<file path="config.mk">
export PLATFORM = sky130hd
export DESIGN_NAME = mem_cmd_ctrl
export DESIGN_NICKNAME = d
export VERILOG_FILES = /design/src/addr_map.v /design/src/mem_cmd_ctrl.v
export VERILOG_INCLUDE_DIRS = /design/src
export SDC_FILE = /design/constraint.sdc
export NUM_CORES = 1
export LEC_CHECK = 0
export BUFFER_PORTS_ARGS = -buffer_cell sky130_fd_sc_hd__buf_2
export CORE_ASPECT_RATIO = 1.25
export CORE_MARGIN = 5
export CORE_UTILIZATION = 55
export CTS_CLUSTER_DIAMETER = 60
export DETAILED_ROUTE_END_ITERATION = 7
export PLACE_DENSITY_LB_ADDON = 0.25
export REMOVE_ABC_BUFFERS = 1
export SYNTH_ARGS = -nofsm -noshare
export SYNTH_HDL_FRONTEND = slang
export SYNTH_SLANG_ARGS = --single-unit
</file>
<file path="constraint.sdc">
create_clock -name sys_clk_in -period 3.95 [get_ports sys_clk_in]
set_clock_uncertainty 0.15 [all_clocks]
set_input_delay 0.395 -clock sys_clk_in [delete_from_list [all_inputs] [get_ports sys_clk_in]]
set_output_delay 0.395 -clock sys_clk_in [all_outputs]
set_load 0.01 [all_outputs]
</file>
<file path="src/mem_cmd_defs.vh">
// constants for the sdram command and address mapping block
`ifndef MEM_CMD_DEFS_VH
`define MEM_CMD_DEFS_VH

// ****************************************
// register byte offsets
// ****************************************
`define OFS_REFRESH     8'h00
`define OFS_CONFIG      8'h04
`define OFS_CONFIG_TWO  8'h08
`define OFS_TIMING      8'h0C
`define OFS_ADDR        8'h10
`define OFS_WDATA       8'h14
`define OFS_CTRL        8'h18
`define OFS_STATUS      8'h1C

// ****************************************
// field positions
// ****************************************
`define CFG_BANK_MSB    1
`define CFG_BANK_LSB    0
`define CFG_COL_MSB     3
`define CFG_COL_LSB     2
`define CFG_BANKPOS     4
`define CFG_CL_MSB      7
`define CFG_CL_LSB      5
`define CFG_MDDR        8
`define TIM_RCD_MSB     3
`define TIM_RCD_LSB     0
`define TIM_RP_MSB      7
`define TIM_RP_LSB      4
`define TIM_RFC_MSB     15
`define TIM_RFC_LSB     8
`define CTRL_GO         0
`define CTRL_WRITE      1
`define CTRL_SEL_MSB    3
`define CTRL_SEL_LSB    2

// ****************************************
// reset values
// ****************************************
`define RST_REFRESH     16'h0400
`define RST_CONFIG      9'h063
`define RST_CONFIG_TWO  3'h5
`define RST_TIMING      16'h1A33

// ****************************************
// commands {cs_n, ras_n, cas_n, we_n}
// ****************************************
`define CMD_NOP         4'h7
`define CMD_ACT         4'h3
`define CMD_PRE         4'h2
`define CMD_RD          4'h5
`define CMD_WR          4'h4
`define CMD_REF         4'h1
`define CMD_MRS         4'h0

// ****************************************
// mode register content and timing counts
// ****************************************
`define MR_BURST8       3'h3
`define BA_MODE         3'h0
`define BA_EXT_MODE     3'h1
`define EMR_VALUE       14'h0000
`define T_MRD           8'h02
`define T_WR            8'h02
`define BURST_MEM_CYC   8'h04
`define BURST_BEATS     5'h08
`define SYNC_CYC        5'h04

`endif

</file>
<file path="src/addr_map.v">
// logical address to bank, row and column translation
`timescale 1ns/1ps
module addr_map (
	// request address and mapping fields
	input  wire [31:0] addr_in,
	input  wire [1:0]  bank_cnt_in,
	input  wire [1:0]  col_w_in,
	input  wire [2:0]  row_w_in,
	input  wire        bank_pos_in,
	// translated address
	output reg  [2:0]  bank_out,
	output reg  [13:0] row_out,
	output reg  [10:0] col_out
);
	reg [30:0] word_a;
	reg [30:0] rest;
	reg [3:0]  ncb;
	reg [3:0]  nrb;
	reg [2:0]  bmask;
	reg [13:0] rmask;
	reg [30:0] above_row;

	// bit 0 is the byte in the halfword and takes no part
	always @* begin
		word_a = addr_in[31:1];
		ncb = 4'h8 + {2'h0, col_w_in};
		nrb = (row_w_in > 3'h5) ? 4'hE : (4'h9 + {1'h0, row_w_in});
		bmask = (3'h1 << bank_cnt_in) - 3'h1;
		rmask = (14'h1 << nrb) - 14'h1;
		col_out = word_a[10:0] & ((11'h1 << ncb) - 11'h1);
		rest = word_a >> ncb;
		above_row = rest >> nrb;
		if (bank_pos_in) begin
			row_out = rest[13:0] & rmask;
			bank_out = above_row[2:0] & bmask;
		end else begin
			bank_out = rest[2:0] & bmask;
			above_row = rest >> bank_cnt_in;
			row_out = above_row[13:0];
		end
	end

endmodule

</file>
<file path="src/mem_cmd_ctrl.v">
// sdram command sequencer with register access over wishbone
//
// Decided for this implementation: the address map and register access over Wishbone.
`timescale 1ns/1ps
`include "mem_cmd_defs.vh"

module mem_cmd_ctrl (
	// system
	input  wire        sys_clk_in,
	input  wire        sys_rst_in,
	// wishbone slave
	input  wire        wb_cyc_in,
	input  wire        wb_stb_in,
	input  wire        wb_we_in,
	input  wire [7:0]  wb_adr_in,
	input  wire [3:0]  wb_sel_in,
	input  wire [31:0] wb_dat_in,
	output reg  [31:0] wb_dat_out,
	output reg         wb_ack_out,
	// sdram clock and command
	output reg         ddr_clk_out,
	output reg         ddr_clk_n_out,
	output reg         ddr_cke_out,
	output reg         ddr_cs_n_out,
	output reg         ddr_ras_n_out,
	output reg         ddr_cas_n_out,
	output reg         ddr_we_n_out,
	output reg  [2:0]  ddr_ba_out,
	output reg  [13:0] ddr_a_out,
	// sdram data
	output reg  [1:0]  ddr_dm_out,
	input  wire [15:0] ddr_dq_in,
	output reg  [15:0] ddr_dq_out,
	output reg         ddr_dq_oe_out,
	input  wire [1:0]  ddr_dqs_in,
	output reg  [1:0]  ddr_dqs_out,
	output reg         ddr_dqs_oe_out
);

	// ****************************************
	// states
	// ****************************************
	localparam [3:0] S_INIT_PRE = 4'h0;
	localparam [3:0] S_MRS      = 4'h1;
	localparam [3:0] S_EXT_MODE_REG_SET_CMD     = 4'h2;
	localparam [3:0] S_FIN_PRE  = 4'h3;
	localparam [3:0] S_IDLE     = 4'h4;
	localparam [3:0] S_REF_PRE  = 4'h5;
	localparam [3:0] S_REF      = 4'h6;
	localparam [3:0] S_ACC      = 4'h7;
	localparam [3:0] S_CLOSE    = 4'h8;
	localparam [3:0] S_OPEN     = 4'h9;
	localparam [3:0] S_XFER     = 4'hA;
	localparam [3:0] S_WAIT     = 4'hB;
	localparam [3:0] S_DONE     = 4'hC;

	// ****************************************
	// registers and state
	// ****************************************
	reg [15:0] refresh_q;
	reg [8:0]  config_q;
	reg [2:0]  config_two_q;
	reg [15:0] timing_q;
	reg [31:0] acc_addr_q;
	reg [15:0] acc_wdata_q;
	reg        acc_write_q;
	reg [1:0]  acc_sel_q;
	reg        busy_q;
	reg        init_done_q;
	reg [15:0] rdata_q;
	reg [3:0]  state_q;
	reg [3:0]  ret_q;
	reg [7:0]  wait_q;
	reg [15:0] ref_cnt_q;
	reg        ref_pend_q;
	reg [4:0]  rd_cnt_q;
	reg [4:0]  wr_cnt_q;
	reg [15:0] dq_meta_q;
	reg [15:0] dq_sync_q;
	reg [7:0]  pg_valid_q;
	reg [13:0] pg_row_q [0:7];

	wire [2:0]  map_bank;
	wire [13:0] map_row;
	wire [10:0] map_col;
	wire        mem_edge = ddr_clk_out;
	wire        wb_req = wb_cyc_in & wb_stb_in;
	wire        wb_wr = wb_req & wb_we_in & wb_ack_out;
	wire [2:0]  cl = config_q[`CFG_CL_MSB:`CFG_CL_LSB];
	wire [2:0]  wl = config_q[`CFG_MDDR] ? 3'h1 : (cl - 3'h1);
	wire        page_hit = pg_valid_q[map_bank] && (pg_row_q[map_bank] == map_row);
	wire [31:0] bmask = {{8{wb_sel_in[3]}}, {8{wb_sel_in[2]}}, {8{wb_sel_in[1]}}, {8{wb_sel_in[0]}}};
	wire [31:0] wdat = wb_dat_in & bmask;
	reg  [31:0] rd_mux;

	// page table actions, taken on the memory edge of the issuing state
	wire pg_clr_all = mem_edge && ((state_q == S_INIT_PRE) || (state_q == S_FIN_PRE) ||
		(state_q == S_REF_PRE) || (state_q == S_REF));
	wire pg_open = mem_edge && (state_q == S_OPEN);
	wire pg_close = mem_edge && (state_q == S_CLOSE);
	wire ref_tick = mem_edge && (ref_cnt_q == 16'h0000);

	// ****************************************
	// address translation
	// ****************************************
	addr_map u_map (
		.addr_in     (acc_addr_q),
		.bank_cnt_in (config_q[`CFG_BANK_MSB:`CFG_BANK_LSB]),
		.col_w_in    (config_q[`CFG_COL_MSB:`CFG_COL_LSB]),
		.row_w_in    (config_two_q),
		.bank_pos_in (config_q[`CFG_BANKPOS]),
		.bank_out    (map_bank),
		.row_out     (map_row),
		.col_out     (map_col)
	);

	// ****************************************
	// wishbone slave
	// ****************************************

	// read multiplexer, unmapped offsets read zero
	always @* begin
		case (wb_adr_in)
			`OFS_REFRESH:    rd_mux = {16'h0000, refresh_q};
			`OFS_CONFIG:     rd_mux = {23'h000000, config_q};
			`OFS_CONFIG_TWO: rd_mux = {29'h00000000, config_two_q};
			`OFS_TIMING:     rd_mux = {16'h0000, timing_q};
			`OFS_ADDR:       rd_mux = acc_addr_q;
			`OFS_WDATA:      rd_mux = {16'h0000, acc_wdata_q};
			`OFS_CTRL:       rd_mux = {28'h0000000, acc_sel_q, acc_write_q, busy_q};
			`OFS_STATUS:     rd_mux = {rdata_q, pg_valid_q, 6'h00, init_done_q, busy_q};
			default:         rd_mux = 32'h00000000;
		endcase
	end

	// single cycle ack, dropped in the following cycle
	always @(posedge sys_clk_in) begin
		if (sys_rst_in) begin
			wb_ack_out <= 1'b0;
			wb_dat_out <= 32'h00000000;
		end else begin
			wb_ack_out <= wb_req & ~wb_ack_out;
			if (wb_req & ~wb_ack_out)
				wb_dat_out <= rd_mux;
		end
	end

	// software registers; writes land on the edge that carries ack
	always @(posedge sys_clk_in) begin
		if (sys_rst_in) begin
			refresh_q <= `RST_REFRESH;
			config_q <= `RST_CONFIG;
			config_two_q <= `RST_CONFIG_TWO;
			timing_q <= `RST_TIMING;
			acc_addr_q <= 32'h00000000;
			acc_wdata_q <= 16'h0000;
			acc_write_q <= 1'b0;
			acc_sel_q <= 2'h3;
			busy_q <= 1'b0;
		end else begin
			if (wb_wr) begin
				case (wb_adr_in)
					`OFS_REFRESH:    refresh_q <= (refresh_q & ~bmask[15:0]) | wdat[15:0];
					`OFS_CONFIG:     config_q <= (config_q & ~bmask[8:0]) | wdat[8:0];
					`OFS_CONFIG_TWO: config_two_q <= (config_two_q & ~bmask[2:0]) | wdat[2:0];
					`OFS_TIMING:     timing_q <= (timing_q & ~bmask[15:0]) | wdat[15:0];
					`OFS_ADDR:       acc_addr_q <= (acc_addr_q & ~bmask) | wdat;
					`OFS_WDATA:      acc_wdata_q <= (acc_wdata_q & ~bmask[15:0]) | wdat[15:0];
					default:         ;
				endcase
			end
			// a start while busy is ignored
			if (wb_wr && wb_adr_in == `OFS_CTRL && wb_sel_in[0] && !busy_q) begin
				acc_write_q <= wb_dat_in[`CTRL_WRITE];
				acc_sel_q <= wb_dat_in[`CTRL_SEL_MSB:`CTRL_SEL_LSB];
				if (wb_dat_in[`CTRL_GO])
					busy_q <= 1'b1;
			end else if (mem_edge && state_q == S_DONE) begin
				busy_q <= 1'b0;
			end
		end
	end

	// ****************************************
	// memory clock divider and refresh timer
	// ****************************************

	// memory clock at half the system rate; commands change as it falls
	always @(posedge sys_clk_in) begin
		if (sys_rst_in) begin
			ddr_clk_out <= 1'b0;
			ddr_clk_n_out <= 1'b1;
			ddr_cke_out <= 1'b0;
		end else begin
			ddr_clk_out <= ~ddr_clk_out;
			ddr_clk_n_out <= ddr_clk_out;
			ddr_cke_out <= 1'b1;
		end
	end

	// interval counter runs always; the pending flag sets over its clear
	always @(posedge sys_clk_in) begin
		if (sys_rst_in) begin
			ref_cnt_q <= `RST_REFRESH;
			ref_pend_q <= 1'b0;
		end else begin
			if (ref_tick)
				ref_cnt_q <= refresh_q;
			else if (mem_edge)
				ref_cnt_q <= ref_cnt_q - 16'h0001;
			if (ref_tick)
				ref_pend_q <= 1'b1;
			else if (mem_edge && state_q == S_REF)
				ref_pend_q <= 1'b0;
		end
	end

	// ****************************************
	// open page table, one entry per bank
	// ****************************************
	genvar gi;
	generate
		for (gi = 0; gi < 8; gi = gi + 1) begin : g_page
			always @(posedge sys_clk_in) begin
				if (sys_rst_in) begin
					pg_valid_q[gi] <= 1'b0;
					pg_row_q[gi] <= 14'h0000;
				end else if (pg_clr_all) begin
					pg_valid_q[gi] <= 1'b0;
				end else if (pg_open && map_bank == gi) begin
					pg_valid_q[gi] <= 1'b1;
					pg_row_q[gi] <= map_row;
				end else if (pg_close && map_bank == gi) begin
					pg_valid_q[gi] <= 1'b0;
				end
			end
		end
	endgenerate

	// ****************************************
	// command sequencer, steps on memory edges
	// ****************************************
	always @(posedge sys_clk_in) begin
		if (sys_rst_in) begin
			state_q <= S_INIT_PRE;
			ret_q <= S_IDLE;
			wait_q <= 8'h00;
			init_done_q <= 1'b0;
			{ddr_cs_n_out, ddr_ras_n_out, ddr_cas_n_out, ddr_we_n_out} <= `CMD_NOP;
			ddr_ba_out <= 3'h0;
			ddr_a_out <= 14'h0000;
		end else if (mem_edge) begin
			{ddr_cs_n_out, ddr_ras_n_out, ddr_cas_n_out, ddr_we_n_out} <= `CMD_NOP;
			case (state_q)
				S_INIT_PRE, S_FIN_PRE, S_REF_PRE: begin
					// precharge every bank
					{ddr_cs_n_out, ddr_ras_n_out, ddr_cas_n_out, ddr_we_n_out} <= `CMD_PRE;
					ddr_a_out <= 14'h0400;
					wait_q <= {4'h0, timing_q[`TIM_RP_MSB:`TIM_RP_LSB]};
					state_q <= S_WAIT;
					if (state_q == S_INIT_PRE)
						ret_q <= S_MRS;
					else if (state_q == S_REF_PRE)
						ret_q <= S_REF;
					else
						ret_q <= S_IDLE;
					if (state_q == S_FIN_PRE)
						init_done_q <= 1'b1;
				end
				S_MRS: begin
					// mode register: burst eight, cas latency, no additive latency
					{ddr_cs_n_out, ddr_ras_n_out, ddr_cas_n_out, ddr_we_n_out} <= `CMD_MRS;
					ddr_ba_out <= `BA_MODE;
					ddr_a_out <= {7'h00, cl, 1'b0, `MR_BURST8};
					wait_q <= `T_MRD;
					ret_q <= S_EXT_MODE_REG_SET_CMD;
					state_q <= S_WAIT;
				end
				S_EXT_MODE_REG_SET_CMD: begin
					{ddr_cs_n_out, ddr_ras_n_out, ddr_cas_n_out, ddr_we_n_out} <= `CMD_MRS;
					ddr_ba_out <= `BA_EXT_MODE;
					ddr_a_out <= `EMR_VALUE;
					wait_q <= `T_MRD;
					ret_q <= S_FIN_PRE;
					state_q <= S_WAIT;
				end
				S_IDLE: begin
					if (ref_pend_q)
						state_q <= S_REF_PRE;
					else if (busy_q)
						state_q <= S_ACC;
				end
				S_REF: begin
					{ddr_cs_n_out, ddr_ras_n_out, ddr_cas_n_out, ddr_we_n_out} <= `CMD_REF;
					wait_q <= timing_q[`TIM_RFC_MSB:`TIM_RFC_LSB];
					ret_q <= S_IDLE;
					state_q <= S_WAIT;
				end
				S_ACC: begin
					// hit goes straight on, a miss closes an open row first
					if (ref_pend_q)
						state_q <= S_REF_PRE;
					else if (page_hit)
						state_q <= S_XFER;
					else if (pg_valid_q[map_bank])
						state_q <= S_CLOSE;
					else
						state_q <= S_OPEN;
				end
				S_CLOSE: begin
					{ddr_cs_n_out, ddr_ras_n_out, ddr_cas_n_out, ddr_we_n_out} <= `CMD_PRE;
					ddr_ba_out <= map_bank;
					ddr_a_out <= 14'h0000;
					wait_q <= {4'h0, timing_q[`TIM_RP_MSB:`TIM_RP_LSB]};
					ret_q <= S_OPEN;
					state_q <= S_WAIT;
				end
				S_OPEN: begin
					{ddr_cs_n_out, ddr_ras_n_out, ddr_cas_n_out, ddr_we_n_out} <= `CMD_ACT;
					ddr_ba_out <= map_bank;
					ddr_a_out <= map_row;
					wait_q <= {4'h0, timing_q[`TIM_RCD_MSB:`TIM_RCD_LSB]};
					ret_q <= S_XFER;
					state_q <= S_WAIT;
				end
				S_XFER: begin
					// column command; the burst runs out before the next step
					if (acc_write_q) begin
						{ddr_cs_n_out, ddr_ras_n_out, ddr_cas_n_out, ddr_we_n_out} <= `CMD_WR;
						wait_q <= {5'h00, wl} + `BURST_MEM_CYC + `T_WR;
					end else begin
						{ddr_cs_n_out, ddr_ras_n_out, ddr_cas_n_out, ddr_we_n_out} <= `CMD_RD;
						wait_q <= {5'h00, cl} + `BURST_MEM_CYC + 8'h02;
					end
					ddr_ba_out <= map_bank;
					ddr_a_out <= {2'h0, map_col[10], 1'b0, map_col[9:0]} & 14'h3BFF;
					ret_q <= S_DONE;
					state_q <= S_WAIT;
				end
				S_WAIT: begin
					if (wait_q <= 8'h01)
						state_q <= ret_q;
					else
						wait_q <= wait_q - 8'h01;
				end
				S_DONE: begin
					state_q <= S_IDLE;
				end
				default: begin
					state_q <= S_INIT_PRE;
				end
			endcase
		end
	end

	// ****************************************
	// data path
	// ****************************************

	// read data pins pass two flip-flops before use
	always @(posedge sys_clk_in) begin
		if (sys_rst_in) begin
			dq_meta_q <= 16'h0000;
			dq_sync_q <= 16'h0000;
		end else begin
			dq_meta_q <= ddr_dq_in;
			dq_sync_q <= dq_meta_q;
		end
	end

	// first beat of a read burst is kept, the other seven dropped
	always @(posedge sys_clk_in) begin
		if (sys_rst_in) begin
			rd_cnt_q <= 5'h00;
			rdata_q <= 16'h0000;
		end else begin
			if (mem_edge && state_q == S_XFER && !acc_write_q)
				rd_cnt_q <= {1'b0, cl, 1'b0} + `SYNC_CYC;
			else if (rd_cnt_q != 5'h00)
				rd_cnt_q <= rd_cnt_q - 5'h01;
			if (rd_cnt_q == 5'h01)
				rdata_q <= dq_sync_q;
		end
	end

	// write burst of eight beats after the write latency
	always @(posedge sys_clk_in) begin
		if (sys_rst_in) begin
			wr_cnt_q <= 5'h00;
			ddr_dq_out <= 16'h0000;
			ddr_dq_oe_out <= 1'b0;
			ddr_dqs_out <= 2'h0;
			ddr_dqs_oe_out <= 1'b0;
			ddr_dm_out <= 2'h3;
		end else begin
			if (mem_edge && state_q == S_XFER && acc_write_q)
				wr_cnt_q <= {1'b0, wl, 1'b0} + `BURST_BEATS + 5'h01;
			else if (wr_cnt_q != 5'h00)
				wr_cnt_q <= wr_cnt_q - 5'h01;
			ddr_dq_oe_out <= (wr_cnt_q != 5'h00) && (wr_cnt_q <= `BURST_BEATS);
			ddr_dqs_oe_out <= (wr_cnt_q != 5'h00) && (wr_cnt_q <= `BURST_BEATS);
			ddr_dqs_out <= {2{wr_cnt_q[0]}};
			ddr_dq_out <= (wr_cnt_q == `BURST_BEATS) ? acc_wdata_q : 16'h0000;
			if (wr_cnt_q == `BURST_BEATS)
				ddr_dm_out <= ~acc_sel_q;
			else
				ddr_dm_out <= 2'h3;
		end
	end

endmodule

</file>
After elaboration in Yosys (flattened, before gate mapping)
Memory sizes are Yosys's and may differ from the RTL's. Index checks and enable logic that the tools add are counted. W data, S select, Z words.

Flip-flop bits (word level): 272. RAM bits: 112. Input bits: 67. Output and inout port bits: 79. Word-level logic and storage cells: 318. Memories kept: 1.

Add/sub/neg operators: 17. Order comparisons: 4. Equality and inequality tests: 33. Shifts and indexed selects: 6. Mux-type cells: 96. Bitwise logic cells: 37. Reductions and logical operators: 82.

Memories: pg_row_q (words 8, bits a word 14, read ports 1, clocked after Yosys merged registers in 0, wr ports 8, RTL line mem_cmd_ctrl.v:81) `reg [13:0] pg_row_q [0:7];`.

Operator list (count): $pmux W32 S8 (1); $mux W14 (9); $pmux W14 S5 (1); $and A32 B32 Y32 (2); $mux W1 (61); $and A16 B16 Y16 (3); $or A16 B16 Y16 (3); $pmux W8 S6 (1); $eq A8 B5 Y1 const B (4); $mux W16 (2); $not A32 Y32 (1); $or A32 B32 Y32 (1); $shr A31 B2 Y14 (1); $shr A31 B4 Y3 (1); $shr A31 B4 Y31 (1); $logic_and A1 B1 Y1 (30); $pmux W4 S7 (1); $reduce_bool A2 Y1 (13); $mux W5 (5); $eq A4 B4 Y1 const B (5); $mux W4 (5); $pmux W4 S5 (1); $reduce_and A2 Y1 (10); $eq A4 B3 Y1 const B (4); other kinds (68) (109).

Depth between registers and ports, before layout
Gate-level depths: netlist (run 1).

Word-level depth: 12. Mapped depth: 17. Mapped depth without buffers: 13.

Modules after synthesis
A second synthesis (run 1) with hierarchy kept.

Cells, all modules: 1994. Area total of the unflattened synthesis: 19033.3 um^2.

By module, submodules not included: mem_cmd_ctrl (instances 1, cells an instance 1718, area each 16952.5 um^2, sequential area each 8808.4 um^2); addr_map (instances 1, cells an instance 276, area each 2080.7 um^2, sequential area each 0.0 um^2).

Worst setup path before layout (run 1)
Ideal clock, no wire load.

Path kind: reg2reg. From: register (tool-made name). To: memory pg_row_q[0][0] (enable). Setup time: 0.361 ns. Data arrival time: 3.006 ns. Data required time: 3.439 ns. Path slack: 0.433 ns. Stages on the path, launching flop included: 12. Path buffers: 2. Clock period less this slack: 3.517 ns. Cells stage by stage: dfxtp_1 -> ha_1 -> inv_1 -> mux4_2 -> a2111oi_4 -> a221oi_2 -> and2_1 -> buf_6 -> nor2b_1 -> clkbuf_1 -> nand2_1 -> nand2_1.

RTL lines (RTL line): end: declaration (mem_cmd_ctrl.v:81).

==> impl_metrics.env, run 1 <==
export IMPL_status="complete, no violations"
export IMPL_p_leak_nw=8.36
export IMPL_ios=146
export IMPL_rr_worst_depth=12
export IMPL_ys_types=79
export IMPL_yosys_warnings=0
export IMPL_die_area_mm2=0.0368
export IMPL_gr_total_overflow=0
export IMPL_p_switching_mw=2.24
export IMPL_drt_pass1_iter_count=6
export IMPL_fin_crit_sh_pct=94.7
export IMPL_power_internal_mw=6.87
export IMPL_gp_congestion=0.961
export IMPL_antenna_found_initial=0
export IMPL_fillCellCount=2648
export IMPL_cts_sinks=384
export IMPL_grt_pass1_wl_um=85400
export IMPL_cp_buffers_inverters=1
export IMPL_swShare_pct=24.5
export IMPL_maxSlewHeadroom_pct=22.7
export IMPL_period_needed_ns=3.74
export IMPL_grtUsageTotal_pct=29.6
export IMPL_fp_dieW_um=172
export IMPL_grt_max_degree=92
export IMPL_syn2layout_area_growth_pct=19.4
export IMPL_finalSetupTns_ns=0
export IMPL_worst_pin_slew_ns=1.16
export IMPL_worstPathRequired_ns=4.25
export IMPL_critPathMaxStageDelay_ns=0.50
export IMPL_synth_common_cells="344 x nor2_1, 272 x dfxtp_1, 222 x nand2_1"
export IMPL_routed_wl_um=54700
export IMPL_critPathLaunchType="flop"
export IMPL_power_frac_comb_pct=10.6
export IMPL_die_h_um=213
export IMPL_fmax_mhz=267
export IMPL_coreArea_mm2=0.0327
export IMPL_min_path_cells=3
export IMPL_path_delay_family="compound AO/OA/AOI/OAI gates"
export IMPL_power_density_mw_per_mm2=420
export IMPL_ys_ff_latch=384
export IMPL_synth_edf_count=112
export IMPL_place_port_buffers=142
export IMPL_setup_viol=0
export IMPL_p_seq_share_pct=47.5
export IMPL_synth_area_mm2=0.0181
export IMPL_diodes=0
export IMPL_final_hold_violation_count=0
export IMPL_ys_seq_area_share_pct=48.5
export IMPL_p_clk_share_pct=41.9
export IMPL_drt_iter0_drc=1633
export IMPL_vias=15900
export IMPL_syn_inst=1958
export IMPL_synth_area_leader_cell="dfxtp_1"
export IMPL_min_from="wb_dat_in[8]"
export IMPL_cts_tree="done"
export IMPL_arrival_ns=4.04
export IMPL_insertion_delay_ns=0.55
export IMPL_synth_top_area_share_pct=30.0
export IMPL_drcViolationCount=0
export IMPL_slew_viol_final=0
export IMPL_layout_drive_gt1_share_pct=17.1
export IMPL_synth_most_common_cell="nor2_1"
export IMPL_fin_nets=2252
export IMPL_critPathSlowestCell="mux4_2"
export IMPL_cts_root_buf="clkbuf_16"
export IMPL_end_kind="flop"
export IMPL_crit_fanout=24
export IMPL_clockBufferDepth=3
export IMPL_timing_rr_end="state_q[1]"
export IMPL_dpl_hpwl_um=38800
export IMPL_initial_core_util_pct=55.5
export IMPL_crit_type="reg -> reg"
export IMPL_rrSetupSlack_ns=0.21
export IMPL_grt_pass1_vias=15600
export IMPL_synth_flop_cell="dfxtp_1"
export IMPL_grt_setup_unrepaired="false"
export IMPL_cap_violations=0
export IMPL_regArea_mm2=0.00881
export IMPL_drtAntennaViolNets=0
export IMPL_synthTopCellsByArea="dfxtp_1 30%, edfxtp_1 19%, mux2i_1 7.7%"
export IMPL_core_rowCount=74
export IMPL_total_power_mw=9.11
export IMPL_async_flop_share_pct=0
export IMPL_path_clk_slew_ns=0.06
export IMPL_min_path_type="in -> reg"
export IMPL_numCtsBuffers=39
export IMPL_vias_per_cell=6.08
export IMPL_vdd_drop_max_mv=0.404
export IMPL_avgSynthCellArea_um2=9.27
export IMPL_htreeDepth=2
export IMPL_multi_input_area_mm2=0.00863
export IMPL_drt_wirelength_per_cell_um=20.9
export IMPL_crit_chain="mux2_2 > mux4_2 > a2111oi_4 > a221oi_2 > and2_1 > buf_12 > or2_2 > o211ai_1 > a22oi_1 > xor2_1 > nand3_1 > o31ai_2"
-- stage by stage --
stage / util, % / setup slack [ns] / cell area (um2) / cells / hold slack (ns)
3_5_place_dp: 60.9 / 0.0227 / 19900 / 2510 / 0.243
4_1_cts: 66.0 / 0.0256 / 21600 / 2616 / 0.000626
6_report: 66.3 / 0.208 / 21700 / 2616 / 0.0217
3_3_place_gp: 60.9 / 0.0940 / 19900 / 2510 / 0.255
5_1_grt: 66.3 / 0.0115 / 21700 / 2616 / 0.0225
2_1_floorplan: - / -3.70 / 17500 / 1830 / 0.220
-- layout by cell type, fill, tap and decap left out, types with 35 or more instances in the layout --
| master | instances |
|---|---|
| mux2i_1 | 139 |
| o21ai_0 | 64 |
| nor2_1 | 344 |
| buf_4 | 100 |
| clkbuf_16 | 39 |
| inv_1 | 38 |
| dlygate4sd3_1 | 38 |
| nor2b_1 | 41 |
| buf_2 | 141 |
| nor3_1 | 35 |
| dfxtp_1 | 270 |
| a22oi_1 | 52 |
| a21oi_1 | 124 |
| nand2_1 | 222 |
| edfxtp_1 | 112 |
-- cell families (layout without fill, tap and decap cells) --
logic type | count (synthesis) | after routing | share of synthesized area (%)
AOI/OAI and AO/OA | 414 | 414 | 15.3
other | 2 | 3 | 0.0414
buffers and inverters | 170 | 409 | 4.40
DFF | 384 | 384 | 48.5
and+or+nand+nor | 765 | 765 | 18.3
adders and majority gates | 14 | 14 | 0.965
xor gates and xnor gates | 39 | 39 | 1.88
muxes | 170 | 170 | 10.6
-- repair_timing --
action / in CTS / in global routing
resized for setup: 1 / 16
hold endpoints to repair: 39 / 0
hold buffers: 38 / 0
pin swaps: 0 / 3
setup endpoints to repair: 1 / 1
gates cloned: 0 / 0
buffers inserted: 0 / 0
-- routing by layer --
metal / vias to the layer above / share of wire [%] / GRT usage, %
met5: - / 0 / 0
met4: 0 / 5.2 / 14.0
met3: 176 / 7.4 / 4.44
met2: 775 / 49 / 50.3
met1: 7568 / 38 / 36.7
li1: 7399 / - / -
-- tightest hold or removal path, delay by kind of cell --
kind | cells | cell delay (ns)
compound gates | 1 | 0.06
buf+inv | 1 | 0.14
simple gates | 1 | 0.06
-- cell type report --
| type | count | share of cell area [%] |
|---|---|---|
| sequential | 384 | 40.7 |
| multi-input combinational | 1405 | 39.9 |
| timing repair buffer | 300 | 10.3 |
| clock buffer | 55 | 4.92 |
| tap | 418 | 2.41 |
| clock inverter | 13 | 1.07 |
| inverter | 41 | 0.710 |
-- power by group through the flow --
| stage | sequential, mW | combinational (mW) | clock [mW] |
|---|---|---|---|
| 2_1_floorplan | 4.40 | 0.560 | 0 |
| 3_3_place_gp | 4.40 | 0.894 | 0 |
| 3_5_place_dp | 4.40 | 0.923 | 0 |
| 4_1_cts | 4.32 | 0.957 | 3.86 |
| 5_1_grt | 4.34 | 1.07 | 4.04 |
| 6_report | 4.32 | 0.966 | 3.82 |
-- worst max-delay path by stage --
| stage | startpoint | to | slack (ns) | cells after the start |
|---|---|---|---|---|
| after global routing | flop | state_q[1] | 0.01 | 16 |
| after detailed placement | flop | state_q[1] | 0.02 | 14 |
| after CTS | flop | state_q[1] | 0.03 | 15 |
| final | flop | state_q[1] | 0.21 | 12 |
| after floorplan | flop | state_q[1] | -3.70 | 11 |
| after global placement | flop | state_q[1] | 0.09 | 14 |
No activity file was read; power rests on OpenSTA's default activity.
==> inputs of run 2 (changes only) <==
CORE_ASPECT_RATIO = default   (was 1.25)
==> impl_metrics.env, run 2 (synthesis gave the netlist of run 1 again) <==
export IMPL_post_place_ws_ns=-0.0566
export IMPL_coreArea_mm2=0.0325
export IMPL_end_kind="flop"
export IMPL_fp_dieW_um=192
export IMPL_maxSlewHeadroom_pct=20.8
export IMPL_vias_per_cell=6.06
export IMPL_crit_fanout=17
export IMPL_insertion_delay_ns=0.54
export IMPL_fillCellCount=2606
export IMPL_period_needed_ns=3.81
export IMPL_fin_nets=2234
export IMPL_gr_total_overflow=0
export IMPL_crit_type="reg -> reg"
export IMPL_layout_drive_gt1_share_pct=16.7
export IMPL_htreeDepth=2
export IMPL_fmax_mhz=262
export IMPL_cap_violations=0
export IMPL_regArea_mm2=0.00881
export IMPL_worst_pin_slew_ns=1.18
export IMPL_use_met1_pct=40.0
export IMPL_diodes=0
export IMPL_initial_core_util_pct=55.8
export IMPL_grt_util_met3_pct=5.34
export IMPL_arrival_ns=4.13
export IMPL_final_common_cell="nor2_1"
export IMPL_core_rowCount=66
export IMPL_final_hold_violation_count=0
export IMPL_power_density_mw_per_mm2=422
export IMPL_vias=15900
export IMPL_place_port_buffers=142
export IMPL_syn2layout_area_growth_pct=18.5
export IMPL_drtAntennaViolNets=0
export IMPL_slew_viol_final=0
export IMPL_numCtsBuffers=40
export IMPL_min_path_type="in -> reg"
export IMPL_drcViolationCount=0
export IMPL_ios=146
export IMPL_cts_tree="done"
export IMPL_cts_sinks=384
export IMPL_clockBufferDepth=3
export IMPL_fin_crit_sh_pct=96.5
export IMPL_grt_busiest_layer="met2"
export IMPL_die_area_mm2=0.0367
export IMPL_vdd_drop_max_mv=0.440
export IMPL_cts_root_buf="clkbuf_16"
export IMPL_globalRouteMet2Util_pct=46.4
export IMPL_multi_input_area_mm2=0.00863
export IMPL_layout_setup_ws_ns=0.138
export IMPL_status="complete, no violations"
export IMPL_finalSetupTns_ns=0
export IMPL_drt_iter0_drc=1737
export IMPL_grt_max_degree=77
export IMPL_grtUsageTotal_pct=29.0
export IMPL_critPathLaunchType="flop"
export IMPL_grt_pass1_vias=15200
export IMPL_drt_wirelength_per_cell_um=20.8
export IMPL_layout_common_cells="344 x nor2_1, 270 x dfxtp_1, 222 x nand2_1"
export IMPL_setup_viol=0
export IMPL_path_clk_slew_ns=0.06
export IMPL_p_leak_nw=8.23
export IMPL_routed_wl_um=54700
export IMPL_worstPathRequired_ns=4.26
export IMPL_gp_congestion=0.993
export IMPL_total_power_mw=9.07
export IMPL_antenna_found_initial=0
export IMPL_grt_pass1_wl_um=84300
export IMPL_drt_pass1_iter_count=7
export IMPL_die_h_um=192
export IMPL_holdWs_ns=0.0163
export IMPL_dpl_hpwl_um=37800
run 2: cell types whose count changed in the layout (fill, tap and decap cells not counted), sizes merged, moves of 2 or more:
cell,delta
bufinv,-4
clkinvlp,+2
buf,-20
clkinv,+7
clkbuf,+4
inv,-4
run 2: final cells by class:
cell class,count,share of cell area [%]
Sequential cell,384,41.0
Timing Repair Buffer,281,9.39
Inverter,41,0.733
Clock buffer,59,5.55
Multi-Input combinational cell,1405,40.1
Tap cell,442,2.57
Clock inverter,14,0.675
run 2: critical path: stages (launching register included):
cell and delay (ns):
dfxtp_2 0.37, buf_4 0.17, buf_4 0.17, or3b_2 0.46, o32ai_1 0.17, nor4bb_1 0.14, a2111oi_4 0.34, buf_6 0.21
buf_12 0.18, mux2i_2 0.25, xor2_1 0.13, a22o_1 0.19, o31a_1 0.29, nor3_2 0.19, nand4_1 0.15, o31ai_2 0.18
run 2: where the power goes:
part	internal, mW	total, mW	leakage [nW]	switching, mW
clock network	2.24	3.80	0.656	1.56
registers	4.21	4.33	3.36	0.115
logic	0.374	0.945	4.22	0.571
run 2: layer usage:
metal	routed length (um)	vias to the layer above
met3	5450	146
met5	0	-
met2	25200	825
met4	1830	0
met1	22200	7566
li1	-	7366
run 2: final timing paths:
kind | from | to | slack (ns) | cells after the start
hold / removal | wb_dat_in[11] | flop | 0.02 | 3
setup reg to reg | flop | state_q[1] | 0.14 | 15
setup / recovery | flop | state_q[1] | 0.14 | 15
hold reg to reg | dq_sync_q[9] | rdata_q[9] | 0.28 | 2
run 2: repair_timing:
item	in CTS	in global routing
hold buffers	39	0
endpoints found under the hold margin	43	0
pin swaps	0	2
setup endpoints to repair	1	36
resized for setup	3	18
buffers inserted	0	3
run 2: through the flow:
| stage | instance area [um2] | util [%] | std cells |
|---|---|---|---|
| after floorplan | 17500 | - | 1830 |
| after global placement | 19700 | 60.5 | 2511 |
| after detailed placement | 19700 | 60.5 | 2511 |
| after CTS | 21400 | 65.9 | 2623 |
| after global routing | 21500 | 66.1 | 2626 |
| final | 21500 | 66.1 | 2626 |
